### config.mk
export PLATFORM = sky130hd
export DESIGN_NAME = cca_channel_regs
export DESIGN_NICKNAME = d
export VERILOG_FILES = /design/src/cca_pkg.sv /design/src/cca_chan_engine.sv /design/src/cca_channel_regs.sv
export VERILOG_INCLUDE_DIRS = /design/src
export SDC_FILE = /design/constraint.sdc
export NUM_CORES = 1
export LEC_CHECK = 0
export ABC_AREA = 1
export BUFFER_PORTS_ARGS = -buffer_cell sky130_fd_sc_hd__buf_2
export CAP_MARGIN = 20
export CORE_MARGIN = 2
export CORE_UTILIZATION = 55
export CTS_CLUSTER_DIAMETER = 200
export DETAILED_ROUTE_END_ITERATION = 8
export PLACE_DENSITY = 0.89
export SETUP_SLACK_MARGIN = 0.15
export SLEW_MARGIN = 10
export SYNTH_ARGS = -nofsm -noshare
export SYNTH_HDL_FRONTEND = slang
export SYNTH_HIERARCHICAL = 1
export SYNTH_SLANG_ARGS = --single-unit
### constraint.sdc
create_clock -name clk -period 2.3 [get_ports clk]
set_clock_uncertainty 0.1 [all_clocks]
set_input_delay 0.345 -clock clk [delete_from_list [all_inputs] [get_ports clk]]
set_output_delay 0.345 -clock clk [all_outputs]
set_load 0.01 [all_outputs]
### src/cca_cfg.svh
`ifndef CCA_CFG_SVH
`define CCA_CFG_SVH

// =====================================================================
// register addresses on the special-function bus
`define CCA_ADDR_CH2_MODE 8'hdc
`define CCA_ADDR_CH1_LOW  8'he9
`define CCA_ADDR_CH1_HIGH 8'hea
`define CCA_ADDR_CH2_LOW  8'heb
`define CCA_ADDR_CH2_HIGH 8'hec

// =====================================================================
// reset values, masks and the base pwm width
`define CCA_RST_BYTE   8'h00
`define CCA_RST_WORD   16'h0000
`define CCA_FULL_MASK  16'hffff
`define CCA_LOW_MASK   16'h00ff
`define CCA_BASE_WIDTH 5'h08

`endif

### src/cca_pkg.sv
package cca_pkg;

    // =================================================================
    // channel mode byte, bit 7 down to bit 0
    typedef struct packed {
        logic wideWidthSelect;       // 16-bit pwm when set
        logic comparatorEnable;      // compare logic active
        logic risingCaptureEnable;   // capture on rising input edge
        logic fallingCaptureEnable;  // capture on falling input edge
        logic matchFlagEnable;       // match sets the channel flag
        logic toggleEnable;          // match inverts the output pin
        logic pwmEnable;             // pulse width modulation
        logic flagInterruptEnable;   // flag raises an interrupt request
    } cca_mode_t;

    // =================================================================
    // one special-function bus request
    typedef struct packed {
        logic [7:0] addr;            // register address
        logic       wrEn;            // write strobe
        logic       rdEn;            // read strobe
        logic [7:0] wrData;          // write data
    } cca_sfr_req_t;

endpackage

### src/cca_chan_engine.sv
`timescale 1ns/1ps
`include "cca_cfg.svh"

module cca_chan_engine
    import cca_pkg::*;
(
    input  wire logic        clk,             // system clock
    input  wire logic        rst_n,           // async reset, active low
    input  wire cca_mode_t   mode,            // channel mode byte
    input  wire logic [15:0] counter,         // shared counter value
    input  wire logic        counterTick,     // counter holds a fresh value
    input  wire logic [15:0] ccValue,         // capture/compare value
    input  wire logic [1:0]  widthSel,        // 8 + n bit pwm width
    input  wire logic        capPin,          // capture input pin
    output logic             matchPulse,      // compare hit, one cycle
    output logic             flagSet,         // flag set request, one cycle
    output logic             captureStrobe,   // capture taken, one cycle
    output logic [15:0]      captureValue,    // counter value at capture
    output logic             reloadPulse,     // narrow pwm wrapped
    output logic             freqStep,        // frequency output step
    output logic             pinOut           // channel output pin
);

    // =================================================================
    // state
    logic        capMeta_reg, capSync_reg, capPrev_reg;
    logic        pin_reg, pin_next;
    logic        match_reg, match_next;
    logic        flag_reg, flag_next;
    logic        cap_reg, cap_next;
    logic [15:0] capVal_reg, capVal_next;
    logic        reload_reg, reload_next;
    logic        step_reg, step_next;
    logic [15:0] widthMask, pwmMask, matchMask;
    logic        hit, rise, fall, capHit;
    logic [4:0]  shamt;

    // compare, capture and pin next values
    always_comb
    begin
        shamt     = `CCA_BASE_WIDTH + {3'h0, widthSel};
        widthMask = ~(`CCA_FULL_MASK << shamt);
        pwmMask   = mode.wideWidthSelect ? `CCA_FULL_MASK : widthMask;
        // frequency output compares the low byte only
        matchMask = (mode.pwmEnable && mode.toggleEnable) ? `CCA_LOW_MASK :
                    (mode.pwmEnable ? pwmMask : `CCA_FULL_MASK);
        hit       = counterTick && mode.comparatorEnable &&
                    (((counter ^ ccValue) & matchMask) == `CCA_RST_WORD);
        rise      = capSync_reg & ~capPrev_reg;
        fall      = ~capSync_reg & capPrev_reg;
        capHit    = (rise & mode.risingCaptureEnable) |
                    (fall & mode.fallingCaptureEnable);
        pin_next  = pin_reg;
        if (mode.comparatorEnable)
        begin
            if (mode.toggleEnable)
            begin
                if (hit)
                    pin_next = ~pin_reg;
            end
            else if (mode.pwmEnable && counterTick)
                pin_next = (counter & pwmMask) >= (ccValue & pwmMask);
        end
        match_next  = hit;
        flag_next   = (hit & mode.matchFlagEnable) | capHit;
        cap_next    = capHit;
        capVal_next = capHit ? counter : capVal_reg;
        // narrow pwm picks up its reload value when the counter wraps
        reload_next = counterTick && mode.comparatorEnable && mode.pwmEnable &&
                      !mode.toggleEnable && !mode.wideWidthSelect &&
                      ((counter & widthMask) == `CCA_RST_WORD);
        step_next   = hit && mode.pwmEnable && mode.toggleEnable;
    end

    // registers; the first sync flop feeds only the second
    always_ff @(posedge clk or negedge rst_n)
    begin
        if (!rst_n)
        begin
            capMeta_reg <= 1'b0;
            capSync_reg <= 1'b0;
            capPrev_reg <= 1'b0;
            pin_reg     <= 1'b0;
            match_reg   <= 1'b0;
            flag_reg    <= 1'b0;
            cap_reg     <= 1'b0;
            capVal_reg  <= `CCA_RST_WORD;
            reload_reg  <= 1'b0;
            step_reg    <= 1'b0;
        end
        else
        begin
            capMeta_reg <= capPin;
            capSync_reg <= capMeta_reg;
            capPrev_reg <= capSync_reg;
            pin_reg     <= pin_next;
            match_reg   <= match_next;
            flag_reg    <= flag_next;
            cap_reg     <= cap_next;
            capVal_reg  <= capVal_next;
            reload_reg  <= reload_next;
            step_reg    <= step_next;
        end
    end

    assign matchPulse    = match_reg;
    assign flagSet       = flag_reg;
    assign captureStrobe = cap_reg;
    assign captureValue  = capVal_reg;
    assign reloadPulse   = reload_reg;
    assign freqStep      = step_reg;
    assign pinOut        = pin_reg;
endmodule

### src/cca_channel_regs.sv
`timescale 1ns/1ps
`include "cca_cfg.svh"

module cca_channel_regs
    import cca_pkg::*;
(
    input  wire logic         clk,               // system clock, 250 MHz
    input  wire logic         rst_n,             // async reset, active low
    input  wire cca_sfr_req_t sfrReq,            // register bus request
    output logic [7:0]        sfrRdData,         // read data, one cycle after rdEn
    output logic              sfrRdValid,        // read answered, one cycle
    input  wire logic         reloadAliasSelect, // bytes reach the reload value
    input  wire logic [1:0]   widthSel,          // narrow pwm width, 8 + n
    input  wire logic [15:0]  counter,           // shared counter
    input  wire logic         counterTick,       // counter freshly advanced
    input  wire cca_mode_t    ch1ModeIn,         // channel 1 mode byte
    input  wire logic         ch1CapPin,         // channel 1 capture pin
    input  wire logic         ch1Flag,           // channel 1 flag level
    output logic              ch1CompEnSet,      // set channel 1 comparator enable
    output logic              ch1CompEnClr,      // clear channel 1 comparator enable
    output logic              ch1FlagSet,        // set channel 1 flag
    output logic              ch1IrqReq,         // channel 1 interrupt request
    output logic              ch1OutPin,         // channel 1 output pin
    input  wire logic [15:0]  ch2CompareIn,      // channel 2 compare value
    input  wire logic         ch2CapPin,         // channel 2 capture pin
    input  wire logic         ch2Flag,           // channel2_event_flag level
    output logic              ch2FlagSet,        // set channel2_event_flag
    output logic              ch2IrqReq,         // channel 2 interrupt request
    output logic              ch2CaptureStrobe,  // channel 2 capture taken
    output logic [15:0]       ch2CaptureValue,   // channel 2 captured counter
    output logic              ch2OutputPin,      // channel2_output_pin
    output cca_mode_t         ch2ModeOut         // channel2_mode_config contents
);

    // =================================================================
    // registers
    logic [15:0] ch1Cc_reg, ch1Cc_next;
    logic [15:0] ch1Reload_reg, ch1Reload_next;
    cca_mode_t   ch2Mode_reg, ch2Mode_next;
    logic [7:0]  rdData_reg, rdData_next;
    logic        rdValid_reg;
    logic        compEnSet_reg, compEnSet_next;
    logic        compEnClr_reg, compEnClr_next;
    logic        wrCh1Low, wrCh1High;
    logic        ch1Cap, ch1Reload, ch1Step;
    logic [15:0] ch1CapVal;

    assign wrCh1Low  = sfrReq.wrEn && (sfrReq.addr == `CCA_ADDR_CH1_LOW);
    assign wrCh1High = sfrReq.wrEn && (sfrReq.addr == `CCA_ADDR_CH1_HIGH);

    // =================================================================
    // channel engines
    cca_chan_engine u_ch1
    (
        .clk           (clk),
        .rst_n         (rst_n),
        .mode          (ch1ModeIn),
        .counter       (counter),
        .counterTick   (counterTick),
        .ccValue       (ch1Cc_reg),
        .widthSel      (widthSel),
        .capPin        (ch1CapPin),
        .matchPulse    (),
        .flagSet       (ch1FlagSet),
        .captureStrobe (ch1Cap),
        .captureValue  (ch1CapVal),
        .reloadPulse   (ch1Reload),
        .freqStep      (ch1Step),
        .pinOut        (ch1OutPin)
    );

    cca_chan_engine u_ch2
    (
        .clk           (clk),
        .rst_n         (rst_n),
        .mode          (ch2Mode_reg),
        .counter       (counter),
        .counterTick   (counterTick),
        .ccValue       (ch2CompareIn),
        .widthSel      (widthSel),
        .capPin        (ch2CapPin),
        .matchPulse    (),
        .flagSet       (ch2FlagSet),
        .captureStrobe (ch2CaptureStrobe),
        .captureValue  (ch2CaptureValue),
        .reloadPulse   (),
        .freqStep      (),
        .pinOut        (ch2OutputPin)
    );

    // =================================================================
    // register next values; a software byte write wins over hardware
    // updates of the same byte so a program never loses its own write
    always_comb
    begin
        ch1Cc_next     = ch1Cc_reg;
        ch1Reload_next = ch1Reload_reg;
        ch2Mode_next   = ch2Mode_reg;
        if (ch1Step)
            ch1Cc_next[7:0] = ch1Cc_reg[7:0] + ch1Cc_reg[15:8];
        if (ch1Reload)
            ch1Cc_next = ch1Reload_reg;
        if (ch1Cap)
            ch1Cc_next = ch1CapVal;
        if (wrCh1Low)
        begin
            if (reloadAliasSelect)
                ch1Reload_next[7:0] = sfrReq.wrData;
            else
                ch1Cc_next[7:0] = sfrReq.wrData;
        end
        if (wrCh1High)
        begin
            if (reloadAliasSelect)
                ch1Reload_next[15:8] = sfrReq.wrData;
            else
                ch1Cc_next[15:8] = sfrReq.wrData;
        end
        if (sfrReq.wrEn && sfrReq.addr == `CCA_ADDR_CH2_MODE)
            ch2Mode_next = cca_mode_t'(sfrReq.wrData);
        // channel 2 byte writes land outside but still steer its enable
        if (sfrReq.wrEn && sfrReq.addr == `CCA_ADDR_CH2_LOW)
            ch2Mode_next.comparatorEnable = 1'b0;
        if (sfrReq.wrEn && sfrReq.addr == `CCA_ADDR_CH2_HIGH)
            ch2Mode_next.comparatorEnable = 1'b1;
        compEnClr_next = wrCh1Low;
        compEnSet_next = wrCh1High;
        // read mux; unmapped addresses read as zero
        case (sfrReq.addr)
            `CCA_ADDR_CH1_LOW:  rdData_next = reloadAliasSelect ? ch1Reload_reg[7:0]  : ch1Cc_reg[7:0];
            `CCA_ADDR_CH1_HIGH: rdData_next = reloadAliasSelect ? ch1Reload_reg[15:8] : ch1Cc_reg[15:8];
            `CCA_ADDR_CH2_MODE: rdData_next = ch2Mode_reg;
            default:            rdData_next = `CCA_RST_BYTE;
        endcase
        if (!sfrReq.rdEn)
            rdData_next = rdData_reg;
    end

    // register stage, everything clears to zero
    always_ff @(posedge clk or negedge rst_n)
    begin
        if (!rst_n)
        begin
            ch1Cc_reg     <= `CCA_RST_WORD;
            ch1Reload_reg <= `CCA_RST_WORD;
            ch2Mode_reg   <= cca_mode_t'(`CCA_RST_BYTE);
            rdData_reg    <= `CCA_RST_BYTE;
            rdValid_reg   <= 1'b0;
            compEnSet_reg <= 1'b0;
            compEnClr_reg <= 1'b0;
        end
        else
        begin
            ch1Cc_reg     <= ch1Cc_next;
            ch1Reload_reg <= ch1Reload_next;
            ch2Mode_reg   <= ch2Mode_next;
            rdData_reg    <= rdData_next;
            rdValid_reg   <= sfrReq.rdEn;
            compEnSet_reg <= compEnSet_next;
            compEnClr_reg <= compEnClr_next;
        end
    end

    // flag masking is a plain gate so a flag raised while enabled shows at once
    assign ch1IrqReq    = ch1Flag & ch1ModeIn.flagInterruptEnable;
    assign ch2IrqReq    = ch2Flag & ch2Mode_reg.flagInterruptEnable;
    assign ch1CompEnSet = compEnSet_reg;
    assign ch1CompEnClr = compEnClr_reg;
    assign sfrRdData    = rdData_reg;
    assign sfrRdValid   = rdValid_reg;
    assign ch2ModeOut   = ch2Mode_reg;
endmodule

# Word-level counts from Yosys, hierarchy flattened
# Cells that the tools add are included.
[word_totals] ff_bits=97 in_bits=68 output_inout_bits=42 wordCells=131
[classes] n_addsub=2 order_cmp=2 n_eq_ne=7 shift=1 mux=25 bitwise=32 n_reduce_logical=31
[op_table] op="16-bit two-way mux" count=8
[op_table] op="16-bit AND" count=7
[op_table] op="8-bit two-way mux" count=7
[op_table] op="16-bit zero test" count=3
[op_table] op="8-bit equality test (second input constant)" count=5
[op_table] op="16-bit greater-or-equal comparator" count=2
[op_table] op="16-bit bitwise XOR" count=2
[op_table] op="8-bit case mux with 3 select lines" count=1
[op_table] op="1-bit logical AND" count=19
[op_table] op="16-bit NOT" count=1
[op_table] op="16-bit by 5-bit << shifter with 16-bit output (first input constant)" count=1
[op_table] op="1-bit AND" count=12
[op_table] op="8-bit adder" count=1
[op_table] op="1-bit two-way mux" count=8
[op_table] op="7-bit two-way mux" count=1
[op_table] op="1-bit NOT" count=6
[op_table] op="3-bit AND reduction" count=2
[op_table] op="4-bit by 2-bit adder with 5-bit output (first input constant)" count=1
[op_table] op="2-bit by 1-bit inequality test with 1-bit output (second input constant)" count=2
[op_table] op="1-bit OR" count=4
[op_table] op="2-bit AND reduction" count=2
[op_table] op="2-bit nonzero test" count=2
[op_table] op="3-bit nonzero test" count=1
[op_table] op="1-bit zero test" count=2

# Logic depth before layout (Yosys ltp)
[logic_depth] depth_word=11 depth_mapped=15 mapped_depth_nobuf=15

# By module
# The synthesis kept the hierarchy.
[modules_own_cells] module="cca_chan_engine" n_inst=2 cells_per_inst=245 area_per_inst_um2=1705.4 seq_area_each_um2=625.6
[modules_own_cells] module="cca_channel_regs" n_inst=1 cells_per_inst=439 area_per_inst_um2=3204.3 seq_area_each_um2=1276.2

# Least setup slack after synthesis
# OpenSTA, ideal clock, no wires.
[synth_path] path_kind="register to register" start="register ch2Mode_reg, in the netlist ch2ModeOut[7]" end="register u_ch2.pin_reg (netlist: u_ch2/pinOut)" setup_time_ps=116 arrival_ps=1721 required_time_ps=2084 setup_slack_ps=363 stages_incl_launch_ff=13 n_path_buf=1 synth_period_minus_slack_ps=1937 cell_sequence="dfrtp_1 clkbuf_1 nand2_1 ha_1 nand2_1 o21bai_1 nand2_1 a21oi_1 nand3_1 nand2_1 nand2_1 nand2_1 nand2_1"
[synth_between] elab_chain_cells=8 elab_cells_between_ends=13 classes_between="order compare (1); eq/ne (1); mux (5); bitwise (3); reduce/logical (3)"
[synth_lines] item="from (decl)" line_no="cca_channel_regs.sv:39" rtl="cca_mode_t ch2Mode_reg, ch2Mode_next;"
[synth_lines] item="from (signal assigned)" line_no="cca_channel_regs.sv:146" rtl="ch2Mode_reg <= cca_mode_t'(`CCA_RST_BYTE);"
[synth_lines] item="from (signal assigned)" line_no="cca_channel_regs.sv:156" rtl="ch2Mode_reg <= ch2Mode_next;"
[synth_lines] item="16-bit two-way mux (*)" line_no="cca_chan_engine.sv:43" rtl="pwmMask = mode.wideWidthSelect ? `CCA_FULL_MASK : widthMask;"
[synth_lines] item="parallel branches: the longest is 7 deep, another holds 16-bit greater-or-equal comparator"
[synth_lines] item="to (signal assigned)" line_no="cca_chan_engine.sv:96" rtl="pin_reg <= pin_next;"
[synth_lines] item="to (decl)" line_no="cca_chan_engine.sv:27" rtl="logic pin_reg, pin_next;"
# Mark *: on every way between the ends. The select of a mux whose other input is x is not followed.
# A chain may end at the register's enable or synchronous reset.

# Worst setup path in the final report
[layout_path] start="register ch1Cc_reg[0]" end="register ch1Cc_reg[1]"
[layout_between] elab_chain_cells=6
[layout_lines] item="from (decl)" line_no="cca_channel_regs.sv:37" rtl="logic [15:0] ch1Cc_reg, ch1Cc_next;"
[layout_lines] item="from (signal assigned)" line_no="cca_channel_regs.sv:144" rtl="ch1Cc_reg <= `CCA_RST_WORD;"
[layout_lines] item="from (signal assigned)" line_no="cca_channel_regs.sv:154" rtl="ch1Cc_reg <= ch1Cc_next;"
[layout_lines] item="8-bit adder (*)" line_no="cca_channel_regs.sv:100" rtl="ch1Cc_next[7:0] = ch1Cc_reg[7:0] + ch1Cc_reg[15:8];"
[layout_lines] item="8-bit two-way mux (*)" line_no="cca_channel_regs.sv:99" rtl="if (ch1Step)"
[layout_lines] item="16-bit two-way mux (*)" line_no="cca_channel_regs.sv:101" rtl="if (ch1Reload)"
[layout_lines] item="16-bit two-way mux (*)" line_no="cca_channel_regs.sv:103" rtl="if (ch1Cap)"
[layout_lines] item="8-bit two-way mux" line_no="cca_channel_regs.sv:107" rtl="if (reloadAliasSelect)"
[layout_lines] item="8-bit two-way mux (*)" line_no="cca_channel_regs.sv:105" rtl="if (wrCh1Low)"
[layout_lines] item="named net ch1Cc_next[1]" line_no="cca_channel_regs.sv:37"
# The timed path passes the listed nets; every way through them passes the cells marked *.

==> results.tsv <==
stage	metric	value	unit
run_status	outcome	complete, no violations	
logic_synthesis	Netlist Area Pre-Place	6469	µm²
critical_path	critical path class	reg -> reg	
placement	placed insts	1157	
floorplan	die footprint	12650	µm²
clocking	clk slew on worst S/H paths	70	ps
floorplan	row count	39	
power_and_ir_drop	overall power	4.903	mW
global_route	vias in the first global route	6175	
min_path	HP Class	in -> reg	
logic_synthesis	Syn Area/Cell	7.062	µm²
floorplan	core footprint	11470	µm²
global_route	Congestion Overflow GR	0	
floorplan	Initial Util	56.41	%
cells_and_area	Finished Core Util	65.40	%
floorplan	Die Ht	112.5	µm
power_and_ir_drop	maximum VDD drop	403.8	µV
critical_path	arrival time at the worst endpoint	2100	ps
critical_path	capturing element type of the critical path	register	
flow_run	MaxCap Viol Count	0	
logic_synthesis	Synth warnings	6	
min_path	Worst Hold Launch	ch1CapPin	
cells_and_area	commonest non-fill, non-tap cell in the layout	nand2_1	
floorplan	Die X	112.5	µm
clocking	CTS max path bufs	2	
critical_path	critical path's slowest cell	dfrtp_1	
cells_and_area	Non-Filler Instances	1176	
power_and_ir_drop	Leakage	4.279	nW
sta	Worst slew margin	63.09	%
clocking	setup bufs post-CTS	0	
detailed_routing	drt pass-1 iters	5	
clocking	CTS root buf	clkbuf_16	
global_route	GRT Overall Usage	29.92	%
critical_path	Max stage delay on crit path	400	ps
critical_path	type of origin of the critical path	register	
critical_path	cell depth of the worst flop-to-flop path	8	
detailed_routing	mean routed wirelength per cell	15.54	µm
sta	RSZ-0062 raised after global routing	no	
cells_and_area	share of layout cells above drive strength 1	19.09	%
min_path	hold depth	1	
detailed_routing	vias per cell	5.476	
detailed_routing	Iteration-0 DRC Markers	572	
logic_synthesis	Synth Instances	916	
critical_path	FF-to-FF Start	ch1Cc_reg[0]	
floorplan	I/O pin count	110	
critical_path	FF-to-FF End	ch1Cc_reg[1]	
placement	PortBufs	109	
clocking	Clock Latency Late Sink	350	ps
critical_path	cell breakdown of the critical path	ha_1 -> inv_1 -> fa_1 -> o211ai_1 -> o21ai_0 -> nand2_1 -> o21ai_0 -> o22ai_1	
detailed_routing	via count	6440	
sta	crit path time final	1930	ps
sta	Final period util	83.92	%
global_route	first-pass GRT wire length	29840	µm
sta	setup TNS	0	ps
sta	hold_ws	0.6304	ps
placement	HPWL Detailed	13960	µm
critical_path	CP required	2470	ps
cells_and_area	Area Growth Syn to Fin	15.94	%
cells_and_area	most frequent cells in the layout	nand2_1 (360), inv_1 (126), buf_2 (108)	
global_route	initial antenna violation count	1	
power_and_ir_drop	PwrDens	653.8	nW/µm²
cells_and_area	nets	1135	
sta	final setup fails	0	
min_path	WHS Endpoint	u_ch1/capMeta_reg	
detailed_routing	post-route ant nets	0	
critical_path	minimum setup slack among reg-to-reg paths	370	ps
global_route	largest net degree at the start of global routing	37	
critical_path	Crit path top cell by count	o21ai_0	
clocking	cts bufs inserted	9	
sta	endpoints failing hold	0	
critical_path	worst-path maximum fanout	3	
clocking	Sink Count	97	
placement	GPL Wtd Cong	0.9675	
detailed_routing	Detailed Route WL	18280	µm
detailed_routing	DRC	0	
clocking	CTS tree	done	
sta	Max Clk Rate	518.1	MHz
clocking	H-tree levels	3	
sta	Max Slew Vio Count	0	
logic_synthesis	Synthesized Nets	1024	
sta	measured slew at the worst slew-check pin	553.0	ps
repair_timing:
item | CTS | global route
endpoints found under the setup margin | 0 | 1
hold buffers | 2 | 0
hold endpoints to repair | 32 | 0
gates resized for setup | 0 | 1
per-layer routing:
metal	GRT usage, %	routed length [µm]	share of wire (%)	vias up
met5	0	0	0	-
met4	14.96	821	4.5	0
met3	6.479	1906	10	63
met2	47.55	8427	46	332
met1	38.87	7124	39	2935
li1	-	-	-	3110
power by group:
group / switching [mW] / total (mW) / internal, mW
combinational: 0.798 / 1.29 / 0.493
sequential: 0.172 / 2.04 / 1.87
clock: 0.712 / 1.57 / 0.859
total: 1.68 / 4.90 / 3.22
how the worst max path moves through the flow:
stage                   end  slack [ps]  cells past startpoint          start
4_1_cts        u_ch2/pinOut         270                     12  ch2ModeOut[7]
3_5_place_dp   u_ch2/pinOut         280                     12  ch2ModeOut[7]
2_1_floorplan  u_ch2/pinOut         360                     12  ch2ModeOut[7]
5_1_grt        u_ch2/pinOut         180                     12  ch2ModeOut[7]
3_3_place_gp   u_ch2/pinOut         330                     12  ch2ModeOut[7]
6_report       ch1Cc_reg[1]         370                      8   ch1Cc_reg[0]
final cells by class:
| class | instances | area [µm²] |
|---|---|---|
| Clock buffer | 10 | 229.0 |
| Timing Repair Buffer | 123 | 670.6 |
| Tap cell | 143 | 178.9 |
| Multi-Input combinational cell | 658 | 3400 |
| Sequential cell | 97 | 2429 |
| Antenna cell | 1 | 2.502 |
| Clock inverter | 6 | 72.57 |
| Fill cell | 963 | 3968 |
| Inverter | 138 | 518.0 |
metrics by stage:
| step | instance area, µm² | worst slack, ps |
|---|---|---|
| 3_3_place_gp | 7174 | 330.8 |
| 3_5_place_dp | 7174 | 277.1 |
| 5_1_grt | 7497 | 181.6 |
| 6_report | 7500 | 369.8 |
| 4_1_cts | 7496 | 270.0 |
| 2_1_floorplan | 6469 | 363.1 |
worst max-delay path, delay by kind of cell (launching register included):
family | cells | cell delay, ps
adder cells (fa/ha/maj) | 2 | 620
AO/OA/AOI/OAI | 4 | 560
flip-flops | 1 | 400
AND/OR/NAND/NOR | 1 | 90
buffers and inverters | 1 | 70
Note: power is estimated with default switching activity, not from simulation.
